### src/design/adc_ctrl_pkg.sv
/*
  Shared constants and types for the converter control block:
  channel select codes, conversion clock choices, widths and the state encoding.
  Assumes a single bus-clock domain; every other clock reaches the block as a sampled pin.
*/
package adc_ctrl_pkg;

  // ==========================================================================
  // widths
  localparam int CHAN_W     = 5;
  localparam int RES_W      = 10;
  localparam int EXT_INPUTS = 6;
  localparam int CNT_W      = 8;
  localparam int CLKSEL_W   = 2;

  // ==========================================================================
  // channel select codes
  localparam logic [CHAN_W-1:0] CHAN_EXT_LAST    = 5'h05;
  localparam logic [CHAN_W-1:0] CHAN_REFL_FIRST  = 5'h06;
  localparam logic [CHAN_W-1:0] CHAN_REFL_LAST   = 5'h10;
  localparam logic [CHAN_W-1:0] CHAN_LCD_BIAS    = 5'h15;
  localparam logic [CHAN_W-1:0] CHAN_TEMP_SENSOR = 5'h1A;
  localparam logic [CHAN_W-1:0] CHAN_BANDGAP     = 5'h1B;
  localparam logic [CHAN_W-1:0] CHAN_REFH_FIRST  = 5'h1C;
  localparam logic [CHAN_W-1:0] CHAN_REFH_LAST   = 5'h1D;
  localparam logic [CHAN_W-1:0] CHAN_REFL_UPPER  = 5'h1E;
  localparam logic [CHAN_W-1:0] CHAN_DISABLED    = 5'h1F;

  // ==========================================================================
  // conversion clock select codes
  localparam logic [CLKSEL_W-1:0] CLK_BUS      = 2'h0;
  localparam logic [CLKSEL_W-1:0] CLK_BUS_DIV2 = 2'h1;
  localparam logic [CLKSEL_W-1:0] CLK_ALT      = 2'h2;
  localparam logic [CLKSEL_W-1:0] CLK_ASYNC    = 2'h3;

  // ==========================================================================
  // result formatting and reset values
  localparam int                RES8_SHIFT  = 2;
  localparam logic [RES_W-1:0]  MSB_MASK    = 10'h200;
  localparam logic [RES_W-1:0]  RES_RESET   = 10'h000;
  localparam logic [CHAN_W-1:0] CHAN_RESET  = CHAN_DISABLED;
  localparam logic [CNT_W-1:0]  CNT_RESET   = 8'h00;

  // ==========================================================================
  // sequencer states, one-hot
  typedef enum logic [2:0] {
    st_idle    = 3'b001,
    st_sample  = 3'b010,
    st_convert = 3'b100
  } conv_state_type;

endpackage : adc_ctrl_pkg

### src/design/conv_sync_edge.sv
/*
  Two-flop synchroniser with a rising-edge pulse for one asynchronous level.
  Assumes the input is slower than half the clock so that each edge is seen.
*/
module conv_sync_edge (
  input  wire logic core_clk,
  input  wire logic rst_n,
  input  wire logic async_in,
  output logic      level_out,
  output logic      rise_out
);

  logic meta_reg;
  logic sync_reg;
  logic last_reg;

  // ==========================================================================
  // synchroniser, first flop only feeds the second
  always_ff @(posedge core_clk or negedge rst_n) begin
    if (!rst_n) begin
      meta_reg <= 1'b0;
      sync_reg <= 1'b0;
      last_reg <= 1'b0;
    end else begin
      meta_reg <= async_in;
      sync_reg <= meta_reg;
      last_reg <= sync_reg;
    end
  end

  assign level_out = sync_reg;
  assign rise_out  = sync_reg & ~last_reg;

endmodule : conv_sync_edge

### src/design/adc_channel_clock_trigger_ctrl.sv
/*
  Control logic around a 10-bit successive-approximation converter: channel
  decode, conversion clock choice, software or timer trigger, single or
  continuous runs, result formatting, compare and the complete flag.
  Assumes register decode lives outside: writes to the first status and
  control register arrive as ctrl_write with its fields, other settings are
  live levels, and the analog comparator output is asynchronous.
*/

// Notes on behaviour
// - codes 0-5 pick inputs, ones disable
// - low/high reference, lcd bias, bandgap codes
// - code 26 selects temperature sensor
// - reserved codes give undefined results
// - four selectable conversion clock sources
// - alternate clock is clock unit reference
// - timer overflow starts hardware-triggered conversion
// - single or continuous; single returns idle
// - result right-justified, 10 or 8 bits
// - linear successive approximation, ten bits
// - optional compare, less or greater-equal
// - complete flag, interrupt when enabled
// - sample time and power configurable
// - keeps converting in wait and stop
// - control write aborts, restarts unless disabled or hardware-triggered
// - flag set rules; cleared by write/read
// - all-ones code powers off, no extra
// - trigger select: software write or hardware
module adc_channel_clock_trigger_ctrl #(
  parameter int SAMPLE_SHORT = 4,
  parameter int SAMPLE_LONG  = 16,
  parameter int SETTLE       = 3
) (
  input  wire logic                                core_clk,
  input  wire logic                                resetn,
  input  wire logic                                ctrl_write,
  input  wire logic [adc_ctrl_pkg::CHAN_W-1:0]     wr_input_channel_select,
  input  wire logic                                wr_conversion_irq_enable,
  input  wire logic                                wr_continuous_conversion_enable,
  input  wire logic                                trigger_type_select,
  input  wire logic                                compare_function_enable,
  input  wire logic                                compare_greater_equal,
  input  wire logic [adc_ctrl_pkg::RES_W-1:0]      compare_value,
  input  wire logic                                result_8bit_mode,
  input  wire logic [adc_ctrl_pkg::CLKSEL_W-1:0]   conv_clock_select,
  input  wire logic                                long_sample_enable,
  input  wire logic                                low_power_enable,
  input  wire logic                                result_low_read,
  input  wire logic                                hardware_trigger_input,
  input  wire logic                                local_async_conv_clock,
  input  wire logic                                clock_unit_ext_ref_clock,
  input  wire logic                                comparator_in,
  output logic [adc_ctrl_pkg::EXT_INPUTS-1:0]      analog_input_sel,
  output logic                                     reference_low_sel,
  output logic                                     reference_high_sel,
  output logic                                     lcd_bias_level_one_sel,
  output logic                                     temp_sensor_sel,
  output logic                                     bandgap_sel,
  output logic                                     converter_power_on,
  output logic                                     converter_low_power,
  output logic                                     sample_enable,
  output logic [adc_ctrl_pkg::RES_W-1:0]           dac_code,
  output logic [adc_ctrl_pkg::RES_W-1:0]           result_data,
  output logic                                     conversion_complete_flag,
  output logic                                     conversion_active,
  output logic                                     conversion_irq
);
  import adc_ctrl_pkg::*;

  if (SAMPLE_SHORT < 1 || SAMPLE_LONG < SAMPLE_SHORT || SAMPLE_LONG > 255 || SETTLE < 1 || SETTLE > 255) begin : g_chk
    $error("sample or settle count out of range");
  end

  logic                 rst_meta_reg;
  logic                 rst_n;
  logic                 trig_rise;
  logic                 async_rise;
  logic                 alt_rise;
  logic                 cmp_level;
  logic                 div2_reg;
  logic                 conv_tick;
  logic [CHAN_W-1:0]    chan_reg;
  logic                 irq_en_reg;
  logic                 cont_reg;
  conv_state_type       state_reg;
  conv_state_type       state_next;
  logic [CNT_W-1:0]     sample_cnt_reg;
  logic [CNT_W-1:0]     settle_cnt_reg;
  logic [RES_W-1:0]     code_reg;
  logic [RES_W-1:0]     mask_reg;
  logic [RES_W-1:0]     code_step;
  logic [RES_W-1:0]     result_fmt;
  logic [RES_W-1:0]     result_reg;
  logic                 flag_reg;
  logic                 chan_off;
  logic                 wr_off;
  logic                 hw_start;
  logic                 step;
  logic                 done_evt;
  logic                 match;
  logic                 flag_set;
  logic                 flag_clr;
  logic                 enter_sample;
  logic                 enter_convert;
  logic [CNT_W-1:0]     sample_load;

  // ==========================================================================
  // reset release
  always_ff @(posedge core_clk or negedge resetn) begin
    if (!resetn) begin
      rst_meta_reg <= 1'b0;
      rst_n        <= 1'b0;
    end else begin
      rst_meta_reg <= 1'b1;
      rst_n        <= rst_meta_reg;
    end
  end

  // ==========================================================================
  // pin synchronisers
  conv_sync_edge u_trig (.core_clk(core_clk), .rst_n(rst_n), .async_in(hardware_trigger_input),
                         .level_out(), .rise_out(trig_rise));
  conv_sync_edge u_async (.core_clk(core_clk), .rst_n(rst_n), .async_in(local_async_conv_clock),
                          .level_out(), .rise_out(async_rise));
  // alternate source is the clock unit reference, no separate pin
  conv_sync_edge u_alt (.core_clk(core_clk), .rst_n(rst_n), .async_in(clock_unit_ext_ref_clock),
                        .level_out(), .rise_out(alt_rise));
  conv_sync_edge u_cmp (.core_clk(core_clk), .rst_n(rst_n), .async_in(comparator_in),
                        .level_out(cmp_level), .rise_out());

  // ==========================================================================
  // conversion clock as a tick on the bus clock
  always_ff @(posedge core_clk or negedge rst_n) begin
    if (!rst_n) div2_reg <= 1'b0;
    else        div2_reg <= ~div2_reg;
  end

  assign conv_tick = (conv_clock_select == CLK_BUS)      ? 1'b1 :
                     (conv_clock_select == CLK_BUS_DIV2) ? div2_reg :
                     (conv_clock_select == CLK_ALT)      ? alt_rise : async_rise;

  // ==========================================================================
  // channel decode; reserved codes select nothing, result is then undefined
  genvar gi;
  for (gi = 0; gi < EXT_INPUTS; gi++) begin : g_ext
    assign analog_input_sel[gi] = (chan_reg == CHAN_W'(gi));
  end
  assign reference_low_sel      = (chan_reg >= CHAN_REFL_FIRST && chan_reg <= CHAN_REFL_LAST)
                                || chan_reg == CHAN_REFL_UPPER;
  assign reference_high_sel     = (chan_reg >= CHAN_REFH_FIRST && chan_reg <= CHAN_REFH_LAST);
  assign lcd_bias_level_one_sel = (chan_reg == CHAN_LCD_BIAS);
  assign bandgap_sel            = (chan_reg == CHAN_BANDGAP);
  assign temp_sensor_sel        = (chan_reg == CHAN_TEMP_SENSOR);
  assign chan_off               = (chan_reg == CHAN_DISABLED);
  assign wr_off                 = (wr_input_channel_select == CHAN_DISABLED);

  // ==========================================================================
  // control fields captured on a write
  always_ff @(posedge core_clk or negedge rst_n) begin
    if (!rst_n) begin
      chan_reg   <= CHAN_RESET;
      irq_en_reg <= 1'b0;
      cont_reg   <= 1'b0;
    end else if (ctrl_write) begin
      chan_reg   <= wr_input_channel_select;
      irq_en_reg <= wr_conversion_irq_enable;
      cont_reg   <= wr_continuous_conversion_enable;
    end
  end

  // ==========================================================================
  // sequencer
  assign hw_start   = trig_rise && trigger_type_select && !chan_off;
  assign step       = (state_reg == st_convert) && conv_tick && (settle_cnt_reg == CNT_RESET);
  assign done_evt   = step && mask_reg[0];
  assign sample_load = long_sample_enable ? CNT_W'(SAMPLE_LONG - 1) : CNT_W'(SAMPLE_SHORT - 1);

  always_comb begin
    state_next = state_reg;
    if (ctrl_write) begin
      // a write aborts; software trigger restarts at once, hardware waits
      if (wr_off || trigger_type_select) state_next = st_idle;
      else                               state_next = st_sample;
    end else begin
      case (state_reg)
        st_idle: begin
          if (hw_start) state_next = st_sample;
        end
        st_sample: begin
          if (conv_tick && sample_cnt_reg == CNT_RESET) state_next = st_convert;
        end
        st_convert: begin
          if (done_evt) state_next = (cont_reg && !chan_off) ? st_sample : st_idle;
        end
        default: state_next = st_idle;
      endcase
    end
  end

  assign enter_sample  = (state_next == st_sample) && (state_reg != st_sample || ctrl_write);
  assign enter_convert = (state_next == st_convert) && (state_reg == st_sample);

  always_ff @(posedge core_clk or negedge rst_n) begin
    if (!rst_n) state_reg <= st_idle;
    else        state_reg <= state_next;
  end

  always_ff @(posedge core_clk or negedge rst_n) begin
    if (!rst_n)                                   sample_cnt_reg <= CNT_RESET;
    else if (enter_sample)                        sample_cnt_reg <= sample_load;
    else if (state_reg == st_sample && conv_tick) sample_cnt_reg <= sample_cnt_reg - 1'b1;
  end

  // comparator passes a synchroniser, so each trial waits for it to settle
  always_ff @(posedge core_clk or negedge rst_n) begin
    if (!rst_n)                                  settle_cnt_reg <= CNT_RESET;
    else if (enter_convert || step)              settle_cnt_reg <= CNT_W'(SETTLE);
    else if (settle_cnt_reg != CNT_RESET)        settle_cnt_reg <= settle_cnt_reg - 1'b1;
  end

  // ==========================================================================
  // successive approximation, most significant bit first
  assign code_step = (cmp_level ? code_reg : (code_reg & ~mask_reg)) | (mask_reg >> 1);

  always_ff @(posedge core_clk or negedge rst_n) begin
    if (!rst_n) begin
      code_reg <= RES_RESET;
      mask_reg <= RES_RESET;
    end else if (enter_convert) begin
      code_reg <= MSB_MASK;
      mask_reg <= MSB_MASK;
    end else if (step) begin
      code_reg <= code_step;
      mask_reg <= mask_reg >> 1;
    end
  end

  // ==========================================================================
  // result, compare and complete flag
  assign result_fmt = result_8bit_mode ? (code_step >> RES8_SHIFT) : code_step;
  assign match      = compare_greater_equal ? (result_fmt >= compare_value)
                                            : (result_fmt < compare_value);
  assign flag_set   = done_evt && (!compare_function_enable || match);
  assign flag_clr   = ctrl_write || result_low_read;

  always_ff @(posedge core_clk or negedge rst_n) begin
    if (!rst_n)        result_reg <= RES_RESET;
    else if (done_evt) result_reg <= result_fmt;
  end

  // set wins over a clear in the same cycle
  always_ff @(posedge core_clk or negedge rst_n) begin
    if (!rst_n) flag_reg <= 1'b0;
    else        flag_reg <= flag_set | (flag_reg & ~flag_clr);
  end

  // ==========================================================================
  // outputs; no stop or wait input exists, so conversions run on regardless
  assign converter_power_on       = (state_reg != st_idle);
  assign converter_low_power      = low_power_enable;
  assign sample_enable            = (state_reg == st_sample);
  assign conversion_active        = (state_reg != st_idle);
  assign dac_code                 = code_reg;
  assign result_data              = result_reg;
  assign conversion_complete_flag = flag_reg;
  assign conversion_irq           = flag_reg & irq_en_reg;
endmodule : adc_channel_clock_trigger_ctrl

### config.mk
export PLATFORM = sky130hd
export DESIGN_NAME = adc_channel_clock_trigger_ctrl
export DESIGN_NICKNAME = d
export VERILOG_FILES = /design/src/design/adc_ctrl_pkg.sv /design/src/design/conv_sync_edge.sv /design/src/design/adc_channel_clock_trigger_ctrl.sv
export SDC_FILE = /design/constraint.sdc
export NUM_CORES = 1
export LEC_CHECK = 0
export BUFFER_PORTS_ARGS = -buffer_cell sky130_fd_sc_hd__buf_2
export CELL_PAD_IN_SITES_DETAIL_PLACEMENT = 0
export CELL_PAD_IN_SITES_GLOBAL_PLACEMENT = 1
export CORE_MARGIN = 1.5
export CORE_UTILIZATION = 42
export DETAILED_ROUTE_END_ITERATION = 16
export PLACE_DENSITY = 0.89
export SLEW_MARGIN = 20
export SYNTH_ARGS = -nofsm -noshare
export SYNTH_HDL_FRONTEND = slang
export SYNTH_HIERARCHICAL = 1
export SYNTH_SLANG_ARGS = --single-unit
### constraint.sdc
create_clock -name core_clk -period 3.1 [get_ports core_clk]
set_input_delay 0.155 -clock core_clk [delete_from_list [all_inputs] [get_ports core_clk]]
set_output_delay 0.155 -clock core_clk [all_outputs]
set_load 0.02 [all_outputs]
# ---- Word level (Yosys, flattened, before mapping)
# Index checks and enable logic that the tools add are counted.
dict set report word_totals {
  ff_bits 71
  in_bits 33
  out_inout_bits 37
}
dict set report op_classes {
  add_sub_neg 2
  order_cmp 6
  n_eq_ne 20
  muxes 22
  bitwise 14
  reduce_logical 29
}
# cell n
set ops {}
lappend ops {{two-way mux 10 bit} 6}
lappend ops {{two-way mux 8 bit} 4}
lappend ops {{equality test 5 bit, second input constant} 6}
lappend ops {{logical NOT 8 bit} 2}
lappend ops {{subtractor 8 x 1 -> 8 bit, second input constant} 2}
lappend ops {{logical AND 1 bit} 13}
lappend ops {{two-way mux 3 bit} 4}
lappend ops {{bitwise AND 10 bit} 1}
lappend ops {{equality test 5 x 2 -> 1 bit, second input constant} 2}
lappend ops {{equality test 5 x 3 -> 1 bit, second input constant} 2}
lappend ops {{greater-or-equal comparator 10 bit} 1}
lappend ops {{<= comparator 5 bit, second input constant} 2}
lappend ops {{less-than comparator 10 bit} 1}
lappend ops {{NOT 10 bit} 1}
lappend ops {{OR 10 x 9 -> 10 bit} 1}
lappend ops {{case mux 3 bit (3 select lines)} 1}
lappend ops {{nonzero test 8 bit} 1}
lappend ops {{equality test 3 x 2 -> 1 bit, second input constant} 2}
lappend ops {{equality test 3 bit, second input constant} 2}
lappend ops {{logical OR 1 bit} 6}
lappend ops {{nonzero test 2 bit} 3}
lappend ops {{bitwise AND 1 bit} 5}
lappend ops {{equality test 5 x 1 -> 1 bit, second input constant} 1}
lappend ops {{greater-or-equal comparator 5 x 3 -> 1 bit, second input constant} 1}
lappend ops {{other kinds (14)} 23}

# ---- Depth between registers and ports, before layout
# Gate-level depths: netlist (run 1).
dict set report depth {
  depth_word 15
  depth_mapped 11
  ltp_nobuf 10
}

# ---- By module
# The synthesis (run 1) kept the hierarchy.
# module instances cells_per_inst area_per_inst_um2
set modules_own_cells {}
lappend modules_own_cells {adc_channel_clock_trigger_ctrl 1 362 3333.2}
lappend modules_own_cells {conv_sync_edge 4 4 88.8}

# ---- Worst setup path after synthesis (run 1)
# Ideal clock, no wire load.
dict set report synth_path {
  path_kind {flip-flop to flip-flop}
  start {register u_cmp.sync_reg (netlist: u_cmp/level_out)}
  end {register flag_reg (netlist: conversion_complete_flag)}
  t_arrival_ns 2.349
  required_ns 3.013
  setup_slack_ns 0.664
  path_stages_with_launch 12
  path_buffers 1
  path_cell_list {dfrtp_1 clkbuf_1 nand2b_1 a21oi_1 mux2i_1 ha_1 a21o_1 a21o_1 a221oi_1 mux2i_1 o2111ai_1 o211ai_1}
}
dict set report synth_between {
  elab_chain_cells 8
}
# element line_no
set synth_rtl {}
lappend synth_rtl {{start: declaration} conv_sync_edge.sv:14} ;# logic sync_reg;
lappend synth_rtl {{start signal: assignment} conv_sync_edge.sv:26} ;# sync_reg <= meta_reg;
lappend synth_rtl {{two-way mux 10 bit *} adc_channel_clock_trigger_ctrl.sv:223} ;# assign code_step = (cmp_level ? code_reg : (code_reg & ~mask_reg)) | (mask_reg >> 1);
lappend synth_rtl {{OR 10 x 9 -> 10 bit *} adc_channel_clock_trigger_ctrl.sv:223}
lappend synth_rtl {{two-way mux 10 bit *} adc_channel_clock_trigger_ctrl.sv:240} ;# assign result_fmt = result_8bit_mode ? (code_step >> RES8_SHIFT) : code_step;
lappend synth_rtl {{named net result_fmt[3]} adc_channel_clock_trigger_ctrl.sv:92} ;# logic [RES_W-1:0] result_fmt;
lappend synth_rtl {{less-than comparator 10 bit / greater-or-equal comparator 10 bit (equally long branches)} {adc_channel_clock_trigger_ctrl.sv:242, adc_channel_clock_trigger_ctrl.sv:241}}
lappend synth_rtl {{two-way mux 1 bit *} adc_channel_clock_trigger_ctrl.sv:241} ;# assign match = compare_greater_equal ? (result_fmt >= compare_value)
lappend synth_rtl {{logical OR 1 bit *} adc_channel_clock_trigger_ctrl.sv:243} ;# assign flag_set = done_evt && (!compare_function_enable || match);
lappend synth_rtl {{logical AND 1 bit *} adc_channel_clock_trigger_ctrl.sv:243}
lappend synth_rtl {{OR 1 bit *} adc_channel_clock_trigger_ctrl.sv:254} ;# else flag_reg <= flag_set | (flag_reg & ~flag_clr);
lappend synth_rtl {{end signal: assignment} adc_channel_clock_trigger_ctrl.sv:254}
lappend synth_rtl {{end: declaration} adc_channel_clock_trigger_ctrl.sv:94} ;# logic flag_reg;
# Mark *: on every way through the listed nets, which the timed path passes. The rest lies on a longest branch.
# A chain may end at the register's enable or synchronous reset.

# ---- Worst setup path after layout (run 1)
dict set report layout_path {
  start {register settle_cnt_reg[3]}
  end {register sample_cnt_reg[3]}
}
dict set report layout_between {
  elab_chain_cells 9
}
# element line_no
set layout_rtl {}
lappend layout_rtl {{start: declaration} adc_channel_clock_trigger_ctrl.sv:88} ;# logic [CNT_W-1:0] settle_cnt_reg;
lappend layout_rtl {{start signal: assignment} adc_channel_clock_trigger_ctrl.sv:217} ;# else if (enter_convert || step) settle_cnt_reg <= CNT_W'(SETTLE);
lappend layout_rtl {{start signal: assignment} adc_channel_clock_trigger_ctrl.sv:218} ;# else if (settle_cnt_reg != CNT_RESET) settle_cnt_reg <= settle_cnt_reg - 1'b1;
lappend layout_rtl {{logical NOT 8 bit *} adc_channel_clock_trigger_ctrl.sv:174} ;# assign step = (state_reg == st_convert) && conv_tick && (settle_cnt_reg == CNT_RESET);
lappend layout_rtl {{logical AND 1 bit *} adc_channel_clock_trigger_ctrl.sv:174}
lappend layout_rtl {{logical AND 1 bit *} adc_channel_clock_trigger_ctrl.sv:175} ;# assign done_evt = step && mask_reg[0];
lappend layout_rtl {{two-way mux 3 bit *} adc_channel_clock_trigger_ctrl.sv:193} ;# if (done_evt) state_next = (cont_reg && !chan_off) ? st_sample : st_idle;
lappend layout_rtl {{case mux 3 bit (3 select lines) *} adc_channel_clock_trigger_ctrl.sv:185} ;# case (state_reg)
lappend layout_rtl {{two-way mux 3 bit *} adc_channel_clock_trigger_ctrl.sv:180} ;# if (ctrl_write) begin
lappend layout_rtl {{named net state_next[0]} adc_channel_clock_trigger_ctrl.sv:86} ;# conv_state_type state_next;
lappend layout_rtl {{equality test 3 x 2 -> 1 bit *} adc_channel_clock_trigger_ctrl.sv:200} ;# assign enter_sample = (state_next == st_sample) && (state_reg != st_sample || ctrl_write);
lappend layout_rtl {{logical AND 1 bit *} adc_channel_clock_trigger_ctrl.sv:200}
lappend layout_rtl {{two-way mux 8 bit / nonzero test 2 bit (equally long branches)} --}
lappend layout_rtl {{end signal: assignment} adc_channel_clock_trigger_ctrl.sv:210} ;# else if (enter_sample) sample_cnt_reg <= sample_load;
lappend layout_rtl {{end signal: assignment} adc_channel_clock_trigger_ctrl.sv:211} ;# else if (state_reg == st_sample && conv_tick) sample_cnt_reg <= sample_cnt_reg - 1'b1;
lappend layout_rtl {{end: declaration} adc_channel_clock_trigger_ctrl.sv:87} ;# logic [CNT_W-1:0] sample_cnt_reg;
# Marked as above.

==> flow_metrics.py, run 1 <==
metrics = {
    "status": {
        "status": "complete, no violations",
    },
    "setup_path": {
        "cp-start-kind": "flop",
        "cp_max_fo": 14,
        "path_cells": "or4_4 > nor4b_4 > nand4_4 > o2bb2ai_4 > a211oi_4 > mux2_4",
        "critical_path_class": "reg -> reg",
        "cp-end-kind": "flop",
        "cp_top_family": "simple AND/OR/NAND/NOR gates",
        "reg2reg_depth": 6,
        "cp.depth": 6,
        "r2r-start": "settle_cnt_reg[3]$_DFFE_PN0P_",
        "worst_r2r_endpoint": "sample_cnt_reg[3]$_DFFE_PN0P_",
        "r2r_setup_slack_ps": 440,
        "arrival_ps": 2880,
        "critical_path_buf_inv_count": 0,
        "crit_required_ps": 3320,
        "slowest_delay_ps": 570,
        "slowest_stage": "or4_4",
    },
    "grt": {
        "grt_pass1_wl_mm": 12.6,
        "grt_pass1_vias": 2745,
        "grt_overflow": 0,
        "track_usage_pct": 18.1,
        "antenna_found_initial": 0,
        "grt_max_degree": 36,
    },
    "sta": {
        "worstMarginPinSlew_ps": 742,
        "fmaxAchievable_ghz": 0.376,
        "clock_skew_ps": 11.2,
        "fin_crit_sh_pct": 85.8,
        "slew_violations": 0,
        "rsz0062_at_grt": "false",
        "slew_headroom_pct": 50.5,
        "finalSetupTns_ps": 0,
        "hold_viol": 0,
        "setup_viol": 0,
        "finalWorstPathRequiredPeriod_ps": 2660,
    },
    "placement": {
        "portBuffers": 67,
        "dp_hpwl_mm": 5.61,
        "finalWeightedCongestion": 0.836,
        "dp.cells": 537,
    },
    "drt": {
        "vias": 2831,
        "dr.pass1.iters": 4,
        "antenna_left": 0,
        "drt-total-wl_mm": 7.51,
        "first_iter_violations": 86,
        "drc_errors": 0,
        "wire_per_inst_um": 13.5,
        "vias_per_cell": 5.07,
    },
    "floorplan": {
        "num_io_pins": 70,
        "die_height_um": 96.2,
        "die_w_um": 96.2,
        "fp.dieArea_um2": 9260,
        "start_util_pct": 44.0,
        "core_area_um2": 8300,
        "row_count": 33,
    },
    "finish": {
        "fin_nets": 495,
        "fillCellCount": 786,
        "syn_to_final_growth_pct": 18.4,
        "fin_cells": 558,
        "regArea_um2": 1790,
        "layout-drive-gt1-share_pct": 24.7,
        "fin_util_pct": 52.1,
        "antennaDiodeCount": 0,
        "multi_input_area_um2": 1700,
    },
    "run": {
        "maxCapViolCount": 0,
    },
    "clock_tree": {
        "cts.clk_slew.worst_paths_ps": 70,
        "clk_latency_ps": 340,
        "clockBufferDepth": 2,
        "clkSinkCount": 71,
        "cts_root_buf": "clkbuf_8",
        "cts.htree.levels": 3,
        "tritoncts": "built",
        "post_cts_buffers": 0,
        "cts_made_buffers": 9,
    },
    "yosys": {
        "netlist_area_um2": 3650,
        "yosysWarningCount": 6,
        "syn_inst": 376,
        "syn_area_per_cell_um2": 9.71,
        "synth_nets": 423,
    },
    "power": {
        "leakage_uw": 0.00215,
        "power_density_nw_per_um2": 481,
        "ir_drop_uv": 231,
    },
    "min_path": {
        "hp-class": "in -> reg",
        "holdPathStages": 2,
        "hold_start": "compare_function_enable",
        "hold_end": "conversion_complete_flag$_DFF_PN0_",
    },
}
stage by stage:
step | worst slack, ps | total power, uW | area, um^2 | hold WS, ps
after floorplan | 672 | 1300 | 3650 | -141
after global placement | 501 | 1370 | 4080 | -57.8
after detailed placement | 439 | 1390 | 4080 | -56.8
after CTS | 443 | 2110 | 4320 | 23.9
after global routing | 225 | 2200 | 4320 | 14.5
final | 439 | 2080 | 4320 | 35.0
worst max-delay path by stage:
| stage | start | end |
|---|---|---|
| final | settle_cnt_reg[3]$_DFFE_PN0P_ | sample_cnt_reg[3]$_DFFE_PN0P_ |
| after global routing | u_cmp/level_out$_DFF_PN0_ | conversion_complete_flag$_DFF_PN0_ |
| after CTS | settle_cnt_reg[3]$_DFFE_PN0P_ | sample_cnt_reg[3]$_DFFE_PN0P_ |
| after detailed placement | settle_cnt_reg[3]$_DFFE_PN0P_ | sample_cnt_reg[3]$_DFFE_PN0P_ |
| after global placement | settle_cnt_reg[3]$_DFFE_PN0P_ | sample_cnt_reg[2]$_DFFE_PN0P_ |
| after floorplan | settle_cnt_reg[3]$_DFFE_PN0P_ | sample_cnt_reg[2]$_DFFE_PN0P_ |
layout by cell type, fill, tap and decap left out, types with 2 or more instances in the layout:
| cell type | instances |
|---|---|
| dfrtp_1 | 64 |
| mux2i_1 | 9 |
| nor2b_4 | 3 |
| or4_1 | 3 |
| nand3_1 | 4 |
| a211oi_1 | 8 |
| nor3b_1 | 3 |
| xor2_1 | 5 |
| clkbuf_8 | 9 |
| nand2_1 | 64 |
| nand2b_1 | 15 |
| nand4_1 | 2 |
| a21o_1 | 5 |
| buf_4 | 6 |
| o31ai_1 | 4 |
| nor2_1 | 31 |
| dlygate4sd3_1 | 5 |
| buf_2 | 67 |
| inv_1 | 23 |
| ha_1 | 14 |
| o211ai_1 | 2 |
| xnor2_1 | 7 |
| nor3_1 | 10 |
| a21oi_1 | 26 |
| mux2_4 | 2 |
| nor4_1 | 5 |
| dfstp_2 | 6 |
| and4_1 | 2 |
| or3_1 | 3 |
| clkinv_2 | 3 |
| o21ai_0 | 11 |
| mux2_2 | 5 |
| and3_1 | 2 |
metal layers:
layer	global-route usage, %	vias up	part of all wire [%]
li1	-	1428	-
met5	0	-	0
met3	4.19	5	5.7
met2	28.1	66	45
met1	24.5	1332	48
met4	6.62	0	1.3
cell type report:
class	instances	area share [%]
repair buffers	78	9.96
well taps	105	3.04
clock buffers	10	2.95
flip-flops and latches	71	41.3
inverters	23	2.00
multi-input cells	265	39.3
clock inverters	6	1.42
report_power, final:
part,total [uW],switching (uW),leakage (uW),internal (uW)
logic,271,137,0.00116,134
registers,1100,97.1,0.000894,1010
clock network,706,337,0.0000960,369
total,2080,571,0.00215,1510
what timing repair did:
action / CTS / global route
endpoints found under the hold margin: 6 / 0
gates resized for setup: 0 / 0
hold buffers: 5 / 0
Note: power is estimated with default switching activity, not from simulation.
==> run 2, diff against run 1 <==
--- a/config.mk
+++ b/config.mk
@@ -10,6 +10,7 @@
 export CELL_PAD_IN_SITES_GLOBAL_PLACEMENT = 1
 export CORE_MARGIN = 1.5
 export CORE_UTILIZATION = 42
+export CTS_BUF_LIST = sky130_fd_sc_hd__clkbuf_16
 export DETAILED_ROUTE_END_ITERATION = 16
 export PLACE_DENSITY = 0.89
 export SLEW_MARGIN = 20
==> flow_metrics.py, run 2 (same netlist as run 1, synthesis figures left out) <==
metrics = {
    "sta": {
        "fin_crit_sh_pct": 86.2,
        "finalSetupTns_ps": 0,
        "holdWs_ps": 48.9,
        "worstMarginPinSlew_ps": 743,
        "slew_violations": 0,
        "finalWorstPathRequiredPeriod_ps": 2670,
        "fmaxAchievable_ghz": 0.374,
        "hold_viol": 0,
        "clock_skew_ps": 7.00,
        "slew_headroom_pct": 50.5,
        "setup_viol": 0,
        "rsz0062_at_grt": "false",
    },
    "setup_path": {
        "slowest_delay_ps": 480,
        "cp_max_fo": 13,
        "cp-end-kind": "flop",
        "crit_required_ps": 3340,
        "path_cells": "nand2b_1 > a21oi_1 > mux2i_1 > ha_1 > a21o_1 > a21o_1 > a221oi_1 > mux2i_1 > o2111ai_1 > o211ai_1",
        "critical_path_class": "reg -> reg",
        "cp-start-kind": "flop",
        "arrival_ps": 2910,
        "slowest_stage": "dfrtp_1",
    },
    "drt": {
        "wl_met2_mm": 3.43,
        "antenna_left": 0,
        "drt-total-wl_mm": 7.58,
        "wire_per_inst_um": 13.6,
        "wl_met3_um": 437,
        "routed.top_layer": "met4",
        "dr.pass1.iters": 4,
        "drc_errors": 0,
        "vias": 2852,
        "vias_per_cell": 5.11,
        "first_iter_violations": 67,
        "wl_met1_mm": 3.64,
    },
    "finish": {
        "fillCellCount": 764,
        "final_common_cell": "buf_2",
        "fin_util_pct": 53.3,
        "antennaDiodeCount": 0,
        "mostFrequentLayoutCells": "buf_2 (67), nand2_1 (64), dfrtp_1 (64)",
        "syn_to_final_growth_pct": 21.2,
        "layout-drive-gt1-share_pct": 24.7,
        "fin_nets": 495,
    },
    "placement": {
        "dp_hpwl_mm": 5.61,
        "portBuffers": 67,
        "finalWeightedCongestion": 0.836,
    },
    "floorplan": {
        "fp.dieArea_um2": 9260,
        "row_count": 33,
        "die_w_um": 96.2,
        "start_util_pct": 44.0,
        "die_height_um": 96.2,
        "num_io_pins": 70,
        "core_area_um2": 8300,
    },
    "power": {
        "power_density_nw_per_um2": 534,
        "ir_drop_uv": 293,
        "leakage_uw": 0.00220,
    },
    "clock_tree": {
        "cts_made_buffers": 9,
        "cts.htree.levels": 3,
        "tritoncts": "built",
        "clk_latency_ps": 330,
        "clkSinkCount": 71,
        "clockBufferDepth": 2,
        "cts.clk_slew.worst_paths_ps": 60,
        "cts_root_buf": "clkbuf_16",
    },
    "grt": {
        "grt_max_degree": 36,
        "grt_pass1_vias": 2774,
        "grt_overflow": 0,
        "antenna_found_initial": 0,
        "track_usage_pct": 18.1,
        "grt_pass1_wl_mm": 12.7,
    },
    "run": {
        "maxCapViolCount": 0,
    },
    "status": {
        "status": "complete, no violations",
    },
    "min_path": {
        "hp-class": "in -> reg",
    },
}
-- run 2: final timing paths --
| kind | from | endpoint | slack (ps) | cells past startpoint |
|---|---|---|---|---|
| worst max-delay path | u_cmp/level_out$_DFF_PN0_ | conversion_complete_flag$_DFF_PN0_ | 430 | 10 |
| worst min-delay path | compare_function_enable | conversion_complete_flag$_DFF_PN0_ | 50 | 2 |
| worst max register to register | u_cmp/level_out$_DFF_PN0_ | conversion_complete_flag$_DFF_PN0_ | 430 | 10 |
| worst min register to register | rst_n$_DFF_PN0_ | mask_reg[2]$_DFFE_PN0P_ | 340 | 0 |
| max in group asynchronous | rst_n$_DFF_PN0_ | result_data[8]$_DFFE_PN0P_ | 2010 | 1 |
| min in group asynchronous | resetn | rst_meta_reg$_DFF_PN0_ | 130 | 2 |
-- run 2: what timing repair did --
action | 4_1_cts | 5_1_grt
endpoints found under the hold margin | 6 | 0
gates resized for setup | 0 | 0
setup endpoints to repair | 0 | 0
hold buffers | 5 | 0
setup buffers | 0 | 0
-- run 2: final cells by class --
class | instances | area (um^2) | share of cell area, %
inverters | 23 | 86.3 | 1.95
flip-flops and latches | 71 | 1790 | 40.4
multi-input cells | 265 | 1700 | 38.4
clock buffers | 9 | 225 | 5.09
clock inverters | 7 | 65.1 | 1.47
repair buffers | 78 | 430 | 9.73
well taps | 105 | 131 | 2.97
-- run 2: power breakdown --
part | total [uW] | switching, uW | internal [uW]
sequential | 1100 | 96.4 | 1010
combinational | 271 | 137 | 134
clock | 987 | 372 | 616
-- run 2: through the flow --
step,power [uW],instances,area (um^2),setup slack (ps)
after floorplan,1300,376,3650,672
after global placement,1370,537,4080,501
after detailed placement,1390,537,4080,439
after CTS,2390,558,4420,440
after global routing,2480,558,4420,230
final,2360,558,4420,428
-- run 2: worst max-delay path, delay by kind of cell, from the launching register on --
family / cells / cell delay (ps)
AOI/OAI and AO/OA: 6 / 1200
DFF: 1 / 480
muxes: 2 / 390
adders and majority gates: 1 / 320
and+or+nand+nor: 1 / 200
-- run 2: layer usage --
layer	track usage, %	up-vias
met4	5.88	0
li1	-	1431
met5	0	-
met2	28.2	73
met1	24.9	1342
met3	4.19	6
==> run 3, diff against run 2 <==
--- a/config.mk
+++ b/config.mk
@@ -5,6 +5,7 @@
 export SDC_FILE = /design/constraint.sdc
 export NUM_CORES = 1
 export LEC_CHECK = 0
+export ABC_CLOCK_PERIOD_IN_PS = 3100
 export BUFFER_PORTS_ARGS = -buffer_cell sky130_fd_sc_hd__buf_2
 export CELL_PAD_IN_SITES_DETAIL_PLACEMENT = 0
 export CELL_PAD_IN_SITES_GLOBAL_PLACEMENT = 1
==> constraint.sdc (replaced) <==
create_clock -name core_clk -period 3.1 [get_ports core_clk]
set_input_delay 0.31 -clock core_clk [delete_from_list [all_inputs] [get_ports core_clk]]
set_output_delay 0.31 -clock core_clk [all_outputs]
set_load 0.02 [all_outputs]
==> flow_metrics.py, run 3 (same netlist as run 1, synthesis figures left out) <==
metrics = {
    "clock_tree": {
        "cts.clk_slew.worst_paths_ps": 60,
        "clockBufferDepth": 2,
        "tritoncts": "built",
        "cts.htree.levels": 3,
        "clkSinkCount": 71,
        "clk_latency_ps": 330,
        "cts_made_buffers": 9,
        "post_cts_buffers": 0,
        "cts_root_buf": "clkbuf_16",
    },
    "finish": {
        "fin_cells": 554,
        "antennaDiodeCount": 0,
        "layout-drive-gt1-share_pct": 24.9,
        "syn_to_final_growth_pct": 20.1,
        "mostFrequentLayoutCells": "buf_2 (67), nand2_1 (64), dfrtp_1 (64)",
        "stdcell_area_um2": 4380,
        "final_common_cell": "buf_2",
        "fillCellCount": 765,
        "fin_nets": 491,
    },
    "run": {
        "maxCapViolCount": 0,
    },
    "placement": {
        "finalWeightedCongestion": 0.836,
        "dp_hpwl_mm": 5.61,
        "postPlaceCellArea_um2": 4080,
        "portBuffers": 67,
        "dp.cells": 537,
    },
    "drt": {
        "antenna_left": 0,
        "vias": 2852,
        "vias_per_cell": 5.15,
        "drt-total-wl_mm": 7.54,
        "dr.pass1.iters": 4,
        "drc_errors": 0,
        "wire_per_inst_um": 13.6,
        "first_iter_violations": 72,
    },
    "sta": {
        "clock_skew_ps": 6.00,
        "finalWorstPathRequiredPeriod_ps": 2670,
        "hold_viol": 0,
        "rsz0062_at_grt": "false",
        "fmaxAchievable_ghz": 0.375,
        "fin_crit_sh_pct": 86.1,
        "setup_viol": 0,
        "worstMarginPinSlew_ps": 743,
        "slew_violations": 0,
        "slew_headroom_pct": 50.5,
        "finalSetupTns_ps": 0,
    },
    "floorplan": {
        "start_util_pct": 44.0,
        "row_count": 33,
        "fp.dieArea_um2": 9260,
        "die_height_um": 96.2,
        "core_area_um2": 8300,
        "num_io_pins": 70,
        "die_w_um": 96.2,
    },
    "grt": {
        "grt_max_degree": 36,
        "grt_pass1_vias": 2755,
        "antenna_found_initial": 0,
        "grt_pass1_wl_mm": 12.6,
        "grt_overflow": 0,
        "track_usage_pct": 18.0,
    },
    "setup_path": {
        "crit_required_ps": 3310,
        "arrival_ps": 2880,
        "cp-start-kind": "flop",
        "cp-end-kind": "flop",
        "cp_max_fo": 14,
        "critical_path_class": "reg -> reg",
    },
    "min_path": {
        "hp-class": "in -> reg",
    },
    "power": {
        "ir_drop_uv": 296,
        "power_density_nw_per_um2": 539,
        "leakage_uw": 0.00218,
    },
    "status": {
        "status": "complete, no violations",
    },
}
[run 3: changes by cell type in the layout (fill, tap and decap cells not counted)]
cell / before / now
dlygate4sd3_1: 5 / 1
[run 3: layout make-up]
type | count | area (um^2) | area share (%)
Clock inverter | 7 | 65.1 | 1.48
Tap cell | 105 | 131 | 3.00
Timing Repair Buffer | 74 | 390 | 8.91
Inverter | 23 | 86.3 | 1.97
Clock buffer | 9 | 225 | 5.14
Multi-Input combinational cell | 265 | 1700 | 38.8
Sequential cell | 71 | 1790 | 40.7
[run 3: stage by stage]
stage | util [%] | worst slack, ps | total power, uW | hold slack [ps]
global placement | 49.2 | 501 | 1370 | 97.2
global route | 52.8 | 230 | 2480 | 72.2
floorplan | - | 672 | 1300 | 14.4
detailed placement | 49.2 | 439 | 1390 | 98.2
CTS | 52.8 | 440 | 2390 | 74.7
finish | 52.8 | 430 | 2360 | 80.4
[run 3: report_power, final]
| part | switching, uW | leakage, uW | total [uW] | internal, uW |
|---|---|---|---|---|
| Combinational | 136 | 0.00114 | 267 | 131 |
| Sequential | 96.2 | 0.000894 | 1100 | 1010 |
| Clock | 374 | 0.000146 | 990 | 616 |
[run 3: what timing repair did]
item | 4_1_cts | 5_1_grt
setup endpoints to repair | 0 | 0
endpoints found under the hold margin | 2 | 0
hold buffers | 1 | 0
gates resized for setup | 0 | 0
[run 3: worst max-delay path: stages (launching register included)]
cell and delay (ps):
dfrtp_1 420, or4_4 570, nor4b_4 560, nand4_4 310, o2bb2ai_4 270, a211oi_4 100, mux2_4 320
[run 3: final timing paths]
check | startpoint | cells past startpoint | slack [ps] | end
min in group asynchronous | resetn | 2 | 290 | rst_meta_reg$_DFF_PN0_
setup / recovery | settle_cnt_reg[3]$_DFFE_PN0P_ | 6 | 430 | sample_cnt_reg[3]$_DFFE_PN0P_
setup reg to reg | settle_cnt_reg[3]$_DFFE_PN0P_ | 6 | 430 | sample_cnt_reg[3]$_DFFE_PN0P_
hold / removal | comparator_in | 1 | 80 | u_cmp/meta_reg$_DFF_PN0_
hold reg to reg | rst_n$_DFF_PN0_ | 0 | 340 | mask_reg[2]$_DFFE_PN0P_
max in group asynchronous | rst_n$_DFF_PN0_ | 1 | 2010 | result_data[8]$_DFFE_PN0P_
[run 3: routing by layer]
layer | track usage [%] | vias up | routed length [um]
met5 | 0 | - | 0
met4 | 5.88 | 0 | 129
met3 | 4.19 | 8 | 452
met2 | 28.0 | 80 | 3350
met1 | 24.8 | 1342 | 3610
li1 | - | 1422 | -
